--- src/rtl/gated_timer_pkg.sv ---
// shared constants for the gated sixteen bit timer/counter
package gated_timer_pkg;

    // register bus geometry
    localparam int ADDR_W = 12;                    // byte address width
    localparam int DATA_W = 8;                     // register data width

    // register offsets
    localparam logic [11:0] COUNT_LOW_ADDR   = 12'h20c;  // count_low_byte
    localparam logic [11:0] COUNT_HIGH_ADDR  = 12'h20d;  // count_high_byte
    localparam logic [11:0] CONTROL_ADDR     = 12'h20e;  // on, wide access, async, prescale
    localparam logic [11:0] GATE_CTRL_ADDR   = 12'h20f;  // gate enable, polarity, gate value
    localparam logic [11:0] CLOCK_SEL_ADDR   = 12'h210;  // clock source and pin select
    localparam logic [11:0] GATE_SEL_ADDR    = 12'h211;  // gate_source_select
    localparam logic [11:0] STATUS_ADDR      = 12'h212;  // rollover_flag

    // control register fields
    localparam int ON_BIT          = 0;            // counter on
    localparam int WIDE_BIT        = 1;            // wide_access_mode
    localparam int ASYNC_BIT       = 2;            // external input not synchronised
    localparam int PRESCALE_LSB    = 4;            // prescale_ratio low bit
    localparam int PRESCALE_W      = 2;            // prescale_ratio width

    // gate control register fields
    localparam int GATE_VALUE_BIT  = 2;            // read-only current gate active state, after polarity
    localparam int GATE_POL_BIT    = 6;            // gate_polarity
    localparam int GATE_EN_BIT     = 7;            // gate_enable_bit

    // clock select register fields
    localparam int CLK_SRC_LSB     = 0;            // clock source field low bit
    localparam int CLK_SRC_W       = 2;            // clock source field width
    localparam int PIN_SEL_BIT     = 2;            // external_clock_pin_select

    // gate select and status fields
    localparam int GATE_SRC_W      = 2;            // gate_source_select width
    localparam int GATE_SRC_N      = 4;            // number of gate sources
    localparam int ROLLOVER_BIT    = 0;            // rollover_flag position

    // clock source encodings
    localparam logic [1:0] SRC_INSTR = 2'h0;       // instruction cycle (clock / 4)
    localparam logic [1:0] SRC_FULL  = 2'h1;       // full oscillator clock
    localparam logic [1:0] SRC_EXT   = 2'h2;       // external_clock_input pin

    // cycle counts
    localparam int INSTR_DIV       = 4;            // clocks per instruction cycle
    localparam int PRESCALE_CNT_W  = 3;            // prescale counter width (up to 8)

    // reset values
    localparam logic [15:0] COUNT_RESET     = 16'h0000;
    localparam logic [7:0]  BYTE_RESET      = 8'h00;
    localparam logic [1:0]  FIELD2_RESET    = 2'h0;
    localparam logic [2:0]  PRESCALE_RESET  = 3'h0;

endpackage

--- src/rtl/pin_sampler.sv ---
// three flip-flop input sampler with an agreement filter
`timescale 1ns/1ps
module pin_sampler
(
    input  wire logic clk_in,      // system clock
    input  wire logic resetn_in,   // asynchronous reset, active low
    input  wire logic pin_in,      // input from outside the clock domain
    output logic      fast_out,    // second stage, shortest latency
    output logic      level_out    // level accepted once stages two and three agree
);
    logic stage1_reg;              // metastability catcher, read only by stage two
    logic stage2_reg;              // second stage
    logic stage3_reg;              // third stage
    logic level_reg;               // filtered level

    // shift chain
    always_ff @(posedge clk_in or negedge resetn_in)
    begin
        if (!resetn_in)
        begin
            stage1_reg <= 1'b0;
            stage2_reg <= 1'b0;
            stage3_reg <= 1'b0;
        end
        else
        begin
            stage1_reg <= pin_in;
            stage2_reg <= stage1_reg;
            stage3_reg <= stage2_reg;
        end
    end

    // accept a change only when the last two stages agree
    always_ff @(posedge clk_in or negedge resetn_in)
    begin
        if (!resetn_in)
            level_reg <= 1'b0;
        else if (stage2_reg == stage3_reg)
            level_reg <= stage3_reg;
    end

    assign fast_out  = stage2_reg;
    assign level_out = level_reg;
endmodule

--- src/rtl/gated_timer.sv ---
// gated sixteen bit timer/counter with prescaler and wide access buffer
//
// Overview of operation
// - off when on bit clear; gate qualifies counting
// - sixteen bit counter, writes load directly
// - internal clock per instruction cycle, external per edge
// - full oscillator source adds four per instruction
// - falling edge required before first counted rise
// - external rising edges, pin selectable, sync optional
// - prescale 1/2/4/8, hidden, cleared by writes
// - wide mode high write keeps prescaler
// - unsynchronised input keeps counting in sleep
// - sync mode switch may skip or add one
// - byte reads always return a valid value
// - wide mode routes high byte via buffer
// - wide mode low read copies high byte into buffer
// - wide mode: high buffered, low write loads both bytes
// - gate enabled counts only while gate active
// - polarity bit selects active gate level
// - gate source chosen by select field
// - rollover from all ones sets rollover flag
//
// Decided for this implementation: the register offsets and strobed register access.
`timescale 1ns/1ps
module gated_timer
(
    input  wire logic                                  clk_in,            // system clock, 10 MHz
    input  wire logic                                  resetn_in,         // asynchronous reset
    input  wire logic [gated_timer_pkg::ADDR_W-1:0]    addr_in,           // register address
    input  wire logic [gated_timer_pkg::DATA_W-1:0]    wdata_in,          // write data
    input  wire logic                                  write_in,          // write strobe
    input  wire logic                                  read_in,           // read strobe
    output logic      [gated_timer_pkg::DATA_W-1:0]    rdata_out,         // read data, next cycle
    input  wire logic [1:0]                            ext_clk_pins_in,   // external_clock_input candidates
    input  wire logic [gated_timer_pkg::GATE_SRC_N-1:0] gate_sources_in,  // gate_signal candidates
    input  wire logic                                  sleep_in,          // device in sleep
    output logic                                       rollover_flag_out, // sticky rollover flag
    output logic [15:0]                                count_out          // live counter_pair value
);
    import gated_timer_pkg::*;

    // software controlled fields
    logic                          on_reg;           // counter on
    logic                          wide_reg;         // wide_access_mode
    logic                          async_reg;        // external input unsynchronised
    logic [PRESCALE_W-1:0]         prescale_ratio;   // prescale_ratio field
    logic                          gate_enable_bit;  // gate_enable_bit
    logic                          gate_polarity;    // gate_polarity
    logic [CLK_SRC_W-1:0]          clk_src_reg;      // clock source selection
    logic                          pin_sel_reg;      // external_clock_pin_select
    logic [GATE_SRC_W-1:0]         gate_source_select; // gate_source_select

    // counting state
    logic [15:0]                   counter_pair;     // live count
    logic [7:0]                    high_buf_reg;     // wide mode high byte buffer
    logic [PRESCALE_CNT_W-1:0]     prescale_reg;     // hidden prescale counter
    logic [1:0]                    instr_div_reg;    // instruction cycle divider
    logic                          ext_prev_reg;     // previous external level
    logic                          armed_reg;        // falling edge seen since last reset of arming
    logic                          rollover_flag;    // sticky rollover flag
    logic [DATA_W-1:0]             rdata_reg;        // registered read data

    // sampled pins
    logic [1:0]                    ext_fast;         // external pins, short path
    logic [1:0]                    ext_level;        // external pins, filtered path
    logic [GATE_SRC_N-1:0]         gate_level;       // gate sources, filtered

    // decoded events
    logic                          wr_low;           // write to count_low_byte
    logic                          wr_high;          // write to count_high_byte
    logic                          rd_low;           // read of count_low_byte
    logic                          ext_now;          // selected external level
    logic                          ext_rise;         // counted rising edge
    logic                          ext_fall;         // falling edge
    logic                          instr_tick;       // one clock per instruction cycle
    logic                          src_tick;         // selected source clock pulse
    logic                          gate_signal;      // selected raw gate level
    logic                          gate_active;      // gate after polarity
    logic                          run;              // counting allowed now
    logic                          awake;            // clock path alive in current power state
    logic                          prescale_done;    // prescaler output pulse
    logic                          count_tick;       // counter increments this cycle
    logic                          prescale_clear;   // prescaler clear request
    logic [PRESCALE_CNT_W-1:0]     prescale_last;    // terminal count of prescaler

    // address match helper shared by writes and reads
    function automatic logic hit(input logic [ADDR_W-1:0] a, input logic [ADDR_W-1:0] target);
        hit = (a == target);
    endfunction

    // sample both external clock pins and all gate sources through three flops
    genvar gi;
    generate
        for (gi = 0; gi < 2; gi++)
        begin : g_ext_pin
            pin_sampler u_ext
            (
                .clk_in    (clk_in),
                .resetn_in (resetn_in),
                .pin_in    (ext_clk_pins_in[gi]),
                .fast_out  (ext_fast[gi]),
                .level_out (ext_level[gi])
            );
        end
        for (gi = 0; gi < GATE_SRC_N; gi++)
        begin : g_gate_pin
            pin_sampler u_gate
            (
                .clk_in    (clk_in),
                .resetn_in (resetn_in),
                .pin_in    (gate_sources_in[gi]),
                .fast_out  (),
                .level_out (gate_level[gi])
            );
        end
    endgenerate

    // bus decode
    assign wr_low  = write_in && hit(addr_in, COUNT_LOW_ADDR);
    assign wr_high = write_in && hit(addr_in, COUNT_HIGH_ADDR);
    assign rd_low  = read_in && hit(addr_in, COUNT_LOW_ADDR);

    // pin choice and path choice; the short path models the unsynchronised input
    // and switching paths may drop or add one edge
    assign ext_now  = async_reg ? ext_fast[pin_sel_reg] : ext_level[pin_sel_reg];
    assign ext_rise = ext_now && !ext_prev_reg;
    assign ext_fall = !ext_now && ext_prev_reg;

    // gate source and polarity
    assign gate_signal = gate_level[gate_source_select];
    assign gate_active = gate_polarity ? gate_signal : !gate_signal;

    // on bit and gate decide whether counting may happen
    assign run = on_reg && (!gate_enable_bit || gate_active);

    // in sleep only the unsynchronised external path keeps going
    assign awake = !sleep_in || (async_reg && (clk_src_reg == SRC_EXT));

    assign instr_tick = (instr_div_reg == 2'(INSTR_DIV - 1));

    // source clock pulse selection
    always_comb
    begin
        unique case (clk_src_reg)
            SRC_INSTR: src_tick = instr_tick;
            SRC_FULL:  src_tick = 1'b1;
            SRC_EXT:   src_tick = ext_rise && armed_reg;
            default:   src_tick = 1'b0;                  // reserved code never counts
        endcase
    end

    // prescaler terminal count: ratio 1, 2, 4 or 8; >= lets a lowered ratio act at the next tick
    assign prescale_last  = PRESCALE_CNT_W'((1 << prescale_ratio) - 1);
    assign prescale_done  = src_tick && run && awake && (prescale_reg >= prescale_last);
    assign count_tick     = prescale_done;

    // low write always clears, high write clears only outside wide mode
    assign prescale_clear = wr_low || (wr_high && !wide_reg);

    // instruction cycle divider, free running
    always_ff @(posedge clk_in or negedge resetn_in)
    begin
        if (!resetn_in)
            instr_div_reg <= 2'h0;
        else
            instr_div_reg <= instr_div_reg + 2'h1;
    end

    // external edge history
    always_ff @(posedge clk_in or negedge resetn_in)
    begin
        if (!resetn_in)
            ext_prev_reg <= 1'b0;
        else
            ext_prev_reg <= ext_now;
    end

    // arming: cleared by reset, disabling or count write, set by a falling edge
    always_ff @(posedge clk_in or negedge resetn_in)
    begin
        if (!resetn_in)
            armed_reg <= 1'b0;
        else if (!on_reg || wr_low || wr_high)
            armed_reg <= 1'b0;
        else if (ext_fall)
            armed_reg <= 1'b1;
    end

    // hidden prescale counter; never visible on the bus
    always_ff @(posedge clk_in or negedge resetn_in)
    begin
        if (!resetn_in)
            prescale_reg <= PRESCALE_RESET;
        else if (prescale_clear)
            prescale_reg <= PRESCALE_RESET;
        else if (prescale_done)
            prescale_reg <= PRESCALE_RESET;
        else if (src_tick && run && awake)
            prescale_reg <= prescale_reg + 3'h1;
    end

    // counter pair: software writes take precedence over increments
    always_ff @(posedge clk_in or negedge resetn_in)
    begin
        if (!resetn_in)
            counter_pair <= COUNT_RESET;
        else if (wr_low)
        begin
            // wide mode loads both bytes at once, high from the buffer, low from the write data
            if (wide_reg)
                counter_pair <= {high_buf_reg, wdata_in};
            else
                counter_pair[7:0] <= wdata_in;
        end
        else if (wr_high && !wide_reg)
            counter_pair[15:8] <= wdata_in;
        else if (count_tick)
            counter_pair <= counter_pair + 16'h0001;
        // otherwise the count holds, stopped or gated off
    end

    // high byte buffer for wide access
    always_ff @(posedge clk_in or negedge resetn_in)
    begin
        if (!resetn_in)
            high_buf_reg <= BYTE_RESET;
        else if (wide_reg && wr_high)
            high_buf_reg <= wdata_in;
        else if (wide_reg && rd_low)
            high_buf_reg <= counter_pair[15:8];
    end

    // rollover flag; a rollover in the clearing cycle wins
    always_ff @(posedge clk_in or negedge resetn_in)
    begin
        if (!resetn_in)
            rollover_flag <= 1'b0;
        else if (count_tick && (counter_pair == 16'hffff) && !wr_low && !(wr_high && !wide_reg))
            rollover_flag <= 1'b1;
        else if (write_in && hit(addr_in, STATUS_ADDR))
            rollover_flag <= wdata_in[ROLLOVER_BIT];
    end

    // control register
    always_ff @(posedge clk_in or negedge resetn_in)
    begin
        if (!resetn_in)
        begin
            on_reg         <= 1'b0;
            wide_reg       <= 1'b0;
            async_reg      <= 1'b0;
            prescale_ratio <= FIELD2_RESET;
        end
        else if (write_in && hit(addr_in, CONTROL_ADDR))
        begin
            on_reg         <= wdata_in[ON_BIT];
            wide_reg       <= wdata_in[WIDE_BIT];
            async_reg      <= wdata_in[ASYNC_BIT];
            prescale_ratio <= wdata_in[PRESCALE_LSB +: PRESCALE_W];
        end
    end

    // gate control register
    always_ff @(posedge clk_in or negedge resetn_in)
    begin
        if (!resetn_in)
        begin
            gate_enable_bit <= 1'b0;
            gate_polarity   <= 1'b0;
        end
        else if (write_in && hit(addr_in, GATE_CTRL_ADDR))
        begin
            gate_enable_bit <= wdata_in[GATE_EN_BIT];
            gate_polarity   <= wdata_in[GATE_POL_BIT];
        end
    end

    // clock and gate selection registers
    always_ff @(posedge clk_in or negedge resetn_in)
    begin
        if (!resetn_in)
        begin
            clk_src_reg        <= FIELD2_RESET;
            pin_sel_reg        <= 1'b0;
            gate_source_select <= FIELD2_RESET;
        end
        else
        begin
            if (write_in && hit(addr_in, CLOCK_SEL_ADDR))
            begin
                clk_src_reg <= wdata_in[CLK_SRC_LSB +: CLK_SRC_W];
                pin_sel_reg <= wdata_in[PIN_SEL_BIT];
            end
            if (write_in && hit(addr_in, GATE_SEL_ADDR))
                gate_source_select <= wdata_in[GATE_SRC_W-1:0];
        end
    end

    // read data, valid the cycle after the strobe, zero otherwise
    always_ff @(posedge clk_in or negedge resetn_in)
    begin
        if (!resetn_in)
            rdata_reg <= BYTE_RESET;
        else if (!read_in)
            rdata_reg <= BYTE_RESET;
        else
        begin
            rdata_reg <= BYTE_RESET;
            unique case (addr_in)
                COUNT_LOW_ADDR:
                    rdata_reg <= counter_pair[7:0];
                COUNT_HIGH_ADDR:
                    // wide mode returns the buffered copy
                    rdata_reg <= wide_reg ? high_buf_reg : counter_pair[15:8];
                CONTROL_ADDR:
                begin
                    rdata_reg[ON_BIT]                       <= on_reg;
                    rdata_reg[WIDE_BIT]                     <= wide_reg;
                    rdata_reg[ASYNC_BIT]                    <= async_reg;
                    rdata_reg[PRESCALE_LSB +: PRESCALE_W]   <= prescale_ratio;
                end
                GATE_CTRL_ADDR:
                begin
                    rdata_reg[GATE_EN_BIT]    <= gate_enable_bit;
                    rdata_reg[GATE_POL_BIT]   <= gate_polarity;
                    rdata_reg[GATE_VALUE_BIT] <= gate_active;
                end
                CLOCK_SEL_ADDR:
                begin
                    rdata_reg[CLK_SRC_LSB +: CLK_SRC_W] <= clk_src_reg;
                    rdata_reg[PIN_SEL_BIT]              <= pin_sel_reg;
                end
                GATE_SEL_ADDR:
                    rdata_reg[GATE_SRC_W-1:0] <= gate_source_select;
                STATUS_ADDR:
                    rdata_reg[ROLLOVER_BIT] <= rollover_flag;
                default:
                    rdata_reg <= BYTE_RESET;  // unmapped reads as zero
            endcase
        end
    end

    // outputs
    assign rdata_out         = rdata_reg;
    assign rollover_flag_out = rollover_flag;
    assign count_out         = counter_pair;

endmodule

--- config.mk ---
export PLATFORM = sky130hd
export DESIGN_NAME = gated_timer
export DESIGN_NICKNAME = d
export VERILOG_FILES = /design/src/rtl/gated_timer_pkg.sv /design/src/rtl/pin_sampler.sv /design/src/rtl/gated_timer.sv
export SDC_FILE = /design/constraint.sdc
export NUM_CORES = 1
export LEC_CHECK = 0
export BUFFER_PORTS_ARGS = -buffer_cell sky130_fd_sc_hd__buf_2
export CAP_MARGIN = 20
export CORE_MARGIN = 2
export CORE_UTILIZATION = 61
export CTS_CLUSTER_DIAMETER = 60
export CTS_CLUSTER_SIZE = 14
export DETAILED_ROUTE_END_ITERATION = 10
export PLACE_DENSITY_LB_ADDON = 0.1
export SLEW_MARGIN = 20
export SYNTH_ARGS = -nofsm -noshare
export SYNTH_HDL_FRONTEND = slang
export SYNTH_HIERARCHICAL = 1
export SYNTH_SLANG_ARGS = --single-unit
export TNS_END_PERCENT = 100
--- constraint.sdc ---
create_clock -name clk_in -period 3.55 [get_ports clk_in]
set_input_delay 0.355 -clock clk_in [delete_from_list [all_inputs] [get_ports clk_in]]
set_output_delay 0.355 -clock clk_in [all_outputs]
set_load 0.02 [all_outputs]
==> metrics.txt <==
final hold viol count 0; Vert. Die Dim 82.82 µm; crit path time final 2713 ps; CP peak stage delay 620 ps; Die X-Extent 82.82 µm; Global Route Usage Sum 30.96%; YS warnings 6; global placement routability congestion 0.9262; First-pass DRT Iterations 5; Clock Skews 9.892 ps; pwr/cell area 443.7 nW/µm²; vias in the first global route 3212; fin crit share 76.43%; pins over their slew limit 0; Vias/cell 6.628; most frequent cells in the layout 76 x dfrtp_1, 54 x buf_2, 28 x nor2_1; Max-Cap Viols 0; Design Area, Final 4334 µm²; Worst Slack Setup Final 836.8 ps; Remaining DRCs 0; Synth-to-Final Area Change 14.36%; HPWL after DPL 7054 µm; slew margin rel. 38.43%; core box area 5956 µm²; initial antenna violation count 0; cell area after synthesis 3790 µm²; CTS Hold Buffers Added 0; critical path endpoint category flop; critical path's slowest cell a2111o_1; CTS H-tree lvls 3; num rows 28; library cells used by synthesis 60; nets 451; cts repair resizes 0; Seq/Total Area, Yosys 50.18%; synth top area cells dfrtp_1 50%, mux2_2 3.6%, mux2i_1 2.9%; first-pass GRT wire length 16650 µm; top_reg_cell synth dfrtp_1; clk slew on worst S/H paths 80 ps; Least-Margin Pin Slew 923.5 ps; Leak Pwr 1.985 nW; number of antenna-violating nets in the routed design 0; Critical Path Source Type flop; setup_tns 0 ps; GRT overflow 0; layer carrying the most global-route usage met2; Peak VDD IR 0.0003189 V; Async S/R FF share, synth 100.0%; initial core utilization 63.63%; flops & latches, synth 76; area of placed instances 4126 µm²; Place WS 719.3 ps; vias 3274; Ant. Diodes 0; routed wire length 9962 µm; area share of the largest cell type after synthesis 50.18%; commonest non-fill, non-tap cell in the layout dfrtp_1; CP Data Arrival Time 2960 ps; Initial DRC Count 328; met2 Usage GRT 46.19%; cells after synthesis 359; Syn Nets 396; global-route met3 utilization 7.753%; CTS tree built; outcome finished clean; top achievable clock speed 0.3686 GHz; leading area contributor after synthesis dfrtp_1; num ports 56; Worst-Skew Late Latency 360 ps; # setup viols final 0; max reg flops 16; worst-path cell chain or2_2 > ha_1 > nand2b_1 > a31oi_1 > a2111o_1 > nor3_2 > o2111ai_1 > and3_1; maximum clock insertion buffer count 2; Die Area 6859 µm²; routing usage on met1 43.67%; root buffer cell clkbuf_8; data required time of the worst path 3800 ps; hold depth 1; Post-synth EDFFs 0; postcts setup bufs 0; PortBufs 55; CP max FO 13; pin count of the biggest net entering global routing 77; CTS Buf Count 9; Hold/Removal Path Class input pin to flop; Worst Reg2Reg Path Length in Cells 8; Mean Syn Cell Area 10.56 µm²; routed len/inst 20.17 µm; Num Clock Sinks 76; share of cells above drive strength 1 25.78%; Overall Power 1.923 mW; RSZ-0062 raised after global routing false; WS Path Type flop to flop
## per-stage QoR
stage | hold slack [ps] | util, % | std cells
5_1_grt | 87.46 | 72.77 | 494
4_1_cts | 89.51 | 72.77 | 494
3_3_place_gp | 331.7 | 69.29 | 478
3_5_place_dp | 334.7 | 69.29 | 478
2_1_floorplan | 59.41 | - | 359
6_report | 95.62 | 72.77 | 494
## cell type report
type / instances / area, µm²
Sequential cell: 76 / 1902
Clock buffer: 10 / 137.6
Clock inverter: 6 / 70.07
Tap cell: 75 / 93.84
Inverter: 12 / 45.04
Timing Repair Buffer: 58 / 300.3
Fill cell: 446 / 1622
Multi-Input combinational cell: 257 / 1785
## cells by family (layout without fill, tap and decap cells)
family                     count (synthesis)  count (layout)  synth area share (%)
AOI/OAI and AO/OA                         89              89                 16.11
xor gates and xnor gates                   6               6                 1.387
adders and majority gates                 12              12                 3.763
buffers and inverters                     26              86                 2.707
DFF                                       76              76                 50.18
muxes                                     25              25                 7.659
and+or+nand+nor                          125             125                 18.19
## critical path: cells and delay by family, from the launching register on
family                   cells  cell delay, ps
AND/OR/NAND/NOR              4             970
AO/OA/AOI/OAI                3             960
flip-flops                   1             410
adder cells (fa/ha/maj)      1             270
## power by group
| part | internal, mW | total [mW] | switching [mW] | leakage, nW |
|---|---|---|---|---|
| Clock | 0.348 | 0.682 | 0.334 | 0.0955 |
| Sequential | 0.920 | 0.982 | 0.0628 | 0.947 |
| Combinational | 0.103 | 0.258 | 0.155 | 0.942 |
## cell usage after synthesis (3+ instances only)
cell type   n
nor2b_1     3
nor2_1     28
nor4_1      3
inv_1      12
and3_1      9
maj3_2      6
mux2i_1    11
nor3_1     14
o21ai_0    19
o21ai_1     6
a22oi_1     6
a21o_1      5
o2bb2ai_1   3
nand3_1    13
and4_1      3
o221a_2     3
dfrtp_1    76
a2111o_1    3
ha_1        6
a31oi_1     8
nand4_1     4
nand2b_1    4
nand2_1    24
mux2_2     12
a211oi_1    5
clkbuf_1   10
nor3b_1     3
xnor2_1     4
a21oi_1    13
a22o_1      4
## layer usage
metal / share of wire [%] / vias up / wire length [µm]
li1: - / 1446 / -
met1: 42 / 1581 / 4205
met2: 44 / 211 / 4403
met3: 11 / 36 / 1051
met4: 3.0 / 0 / 301
met5: 0 / - / 0
## worst paths after layout
path / start / to / slack (ps)
max: prescale_ratio[1]$_DFFE_PN0P_ / count_out[12]$_DFFE_PN0P_ / 840
min: gate_sources_in[1] / g_gate_pin[1].u_gate/stage1_reg$_DFF_PN0_ / 100
max reg2reg: prescale_ratio[1]$_DFFE_PN0P_ / count_out[12]$_DFFE_PN0P_ / 840
min reg2reg: g_gate_pin[1].u_gate/stage1_reg$_DFF_PN0_ / g_gate_pin[1].u_gate/fast_out$_DFF_PN0_ / 350
max in group asynchronous: resetn_in / prescale_ratio[0]$_DFFE_PN0P_ / 2830
min in group asynchronous: resetn_in / g_ext_pin[1].u_ext/level_out$_DFFE_PN0N_ / 130
(Power assumes the default switching activity.)
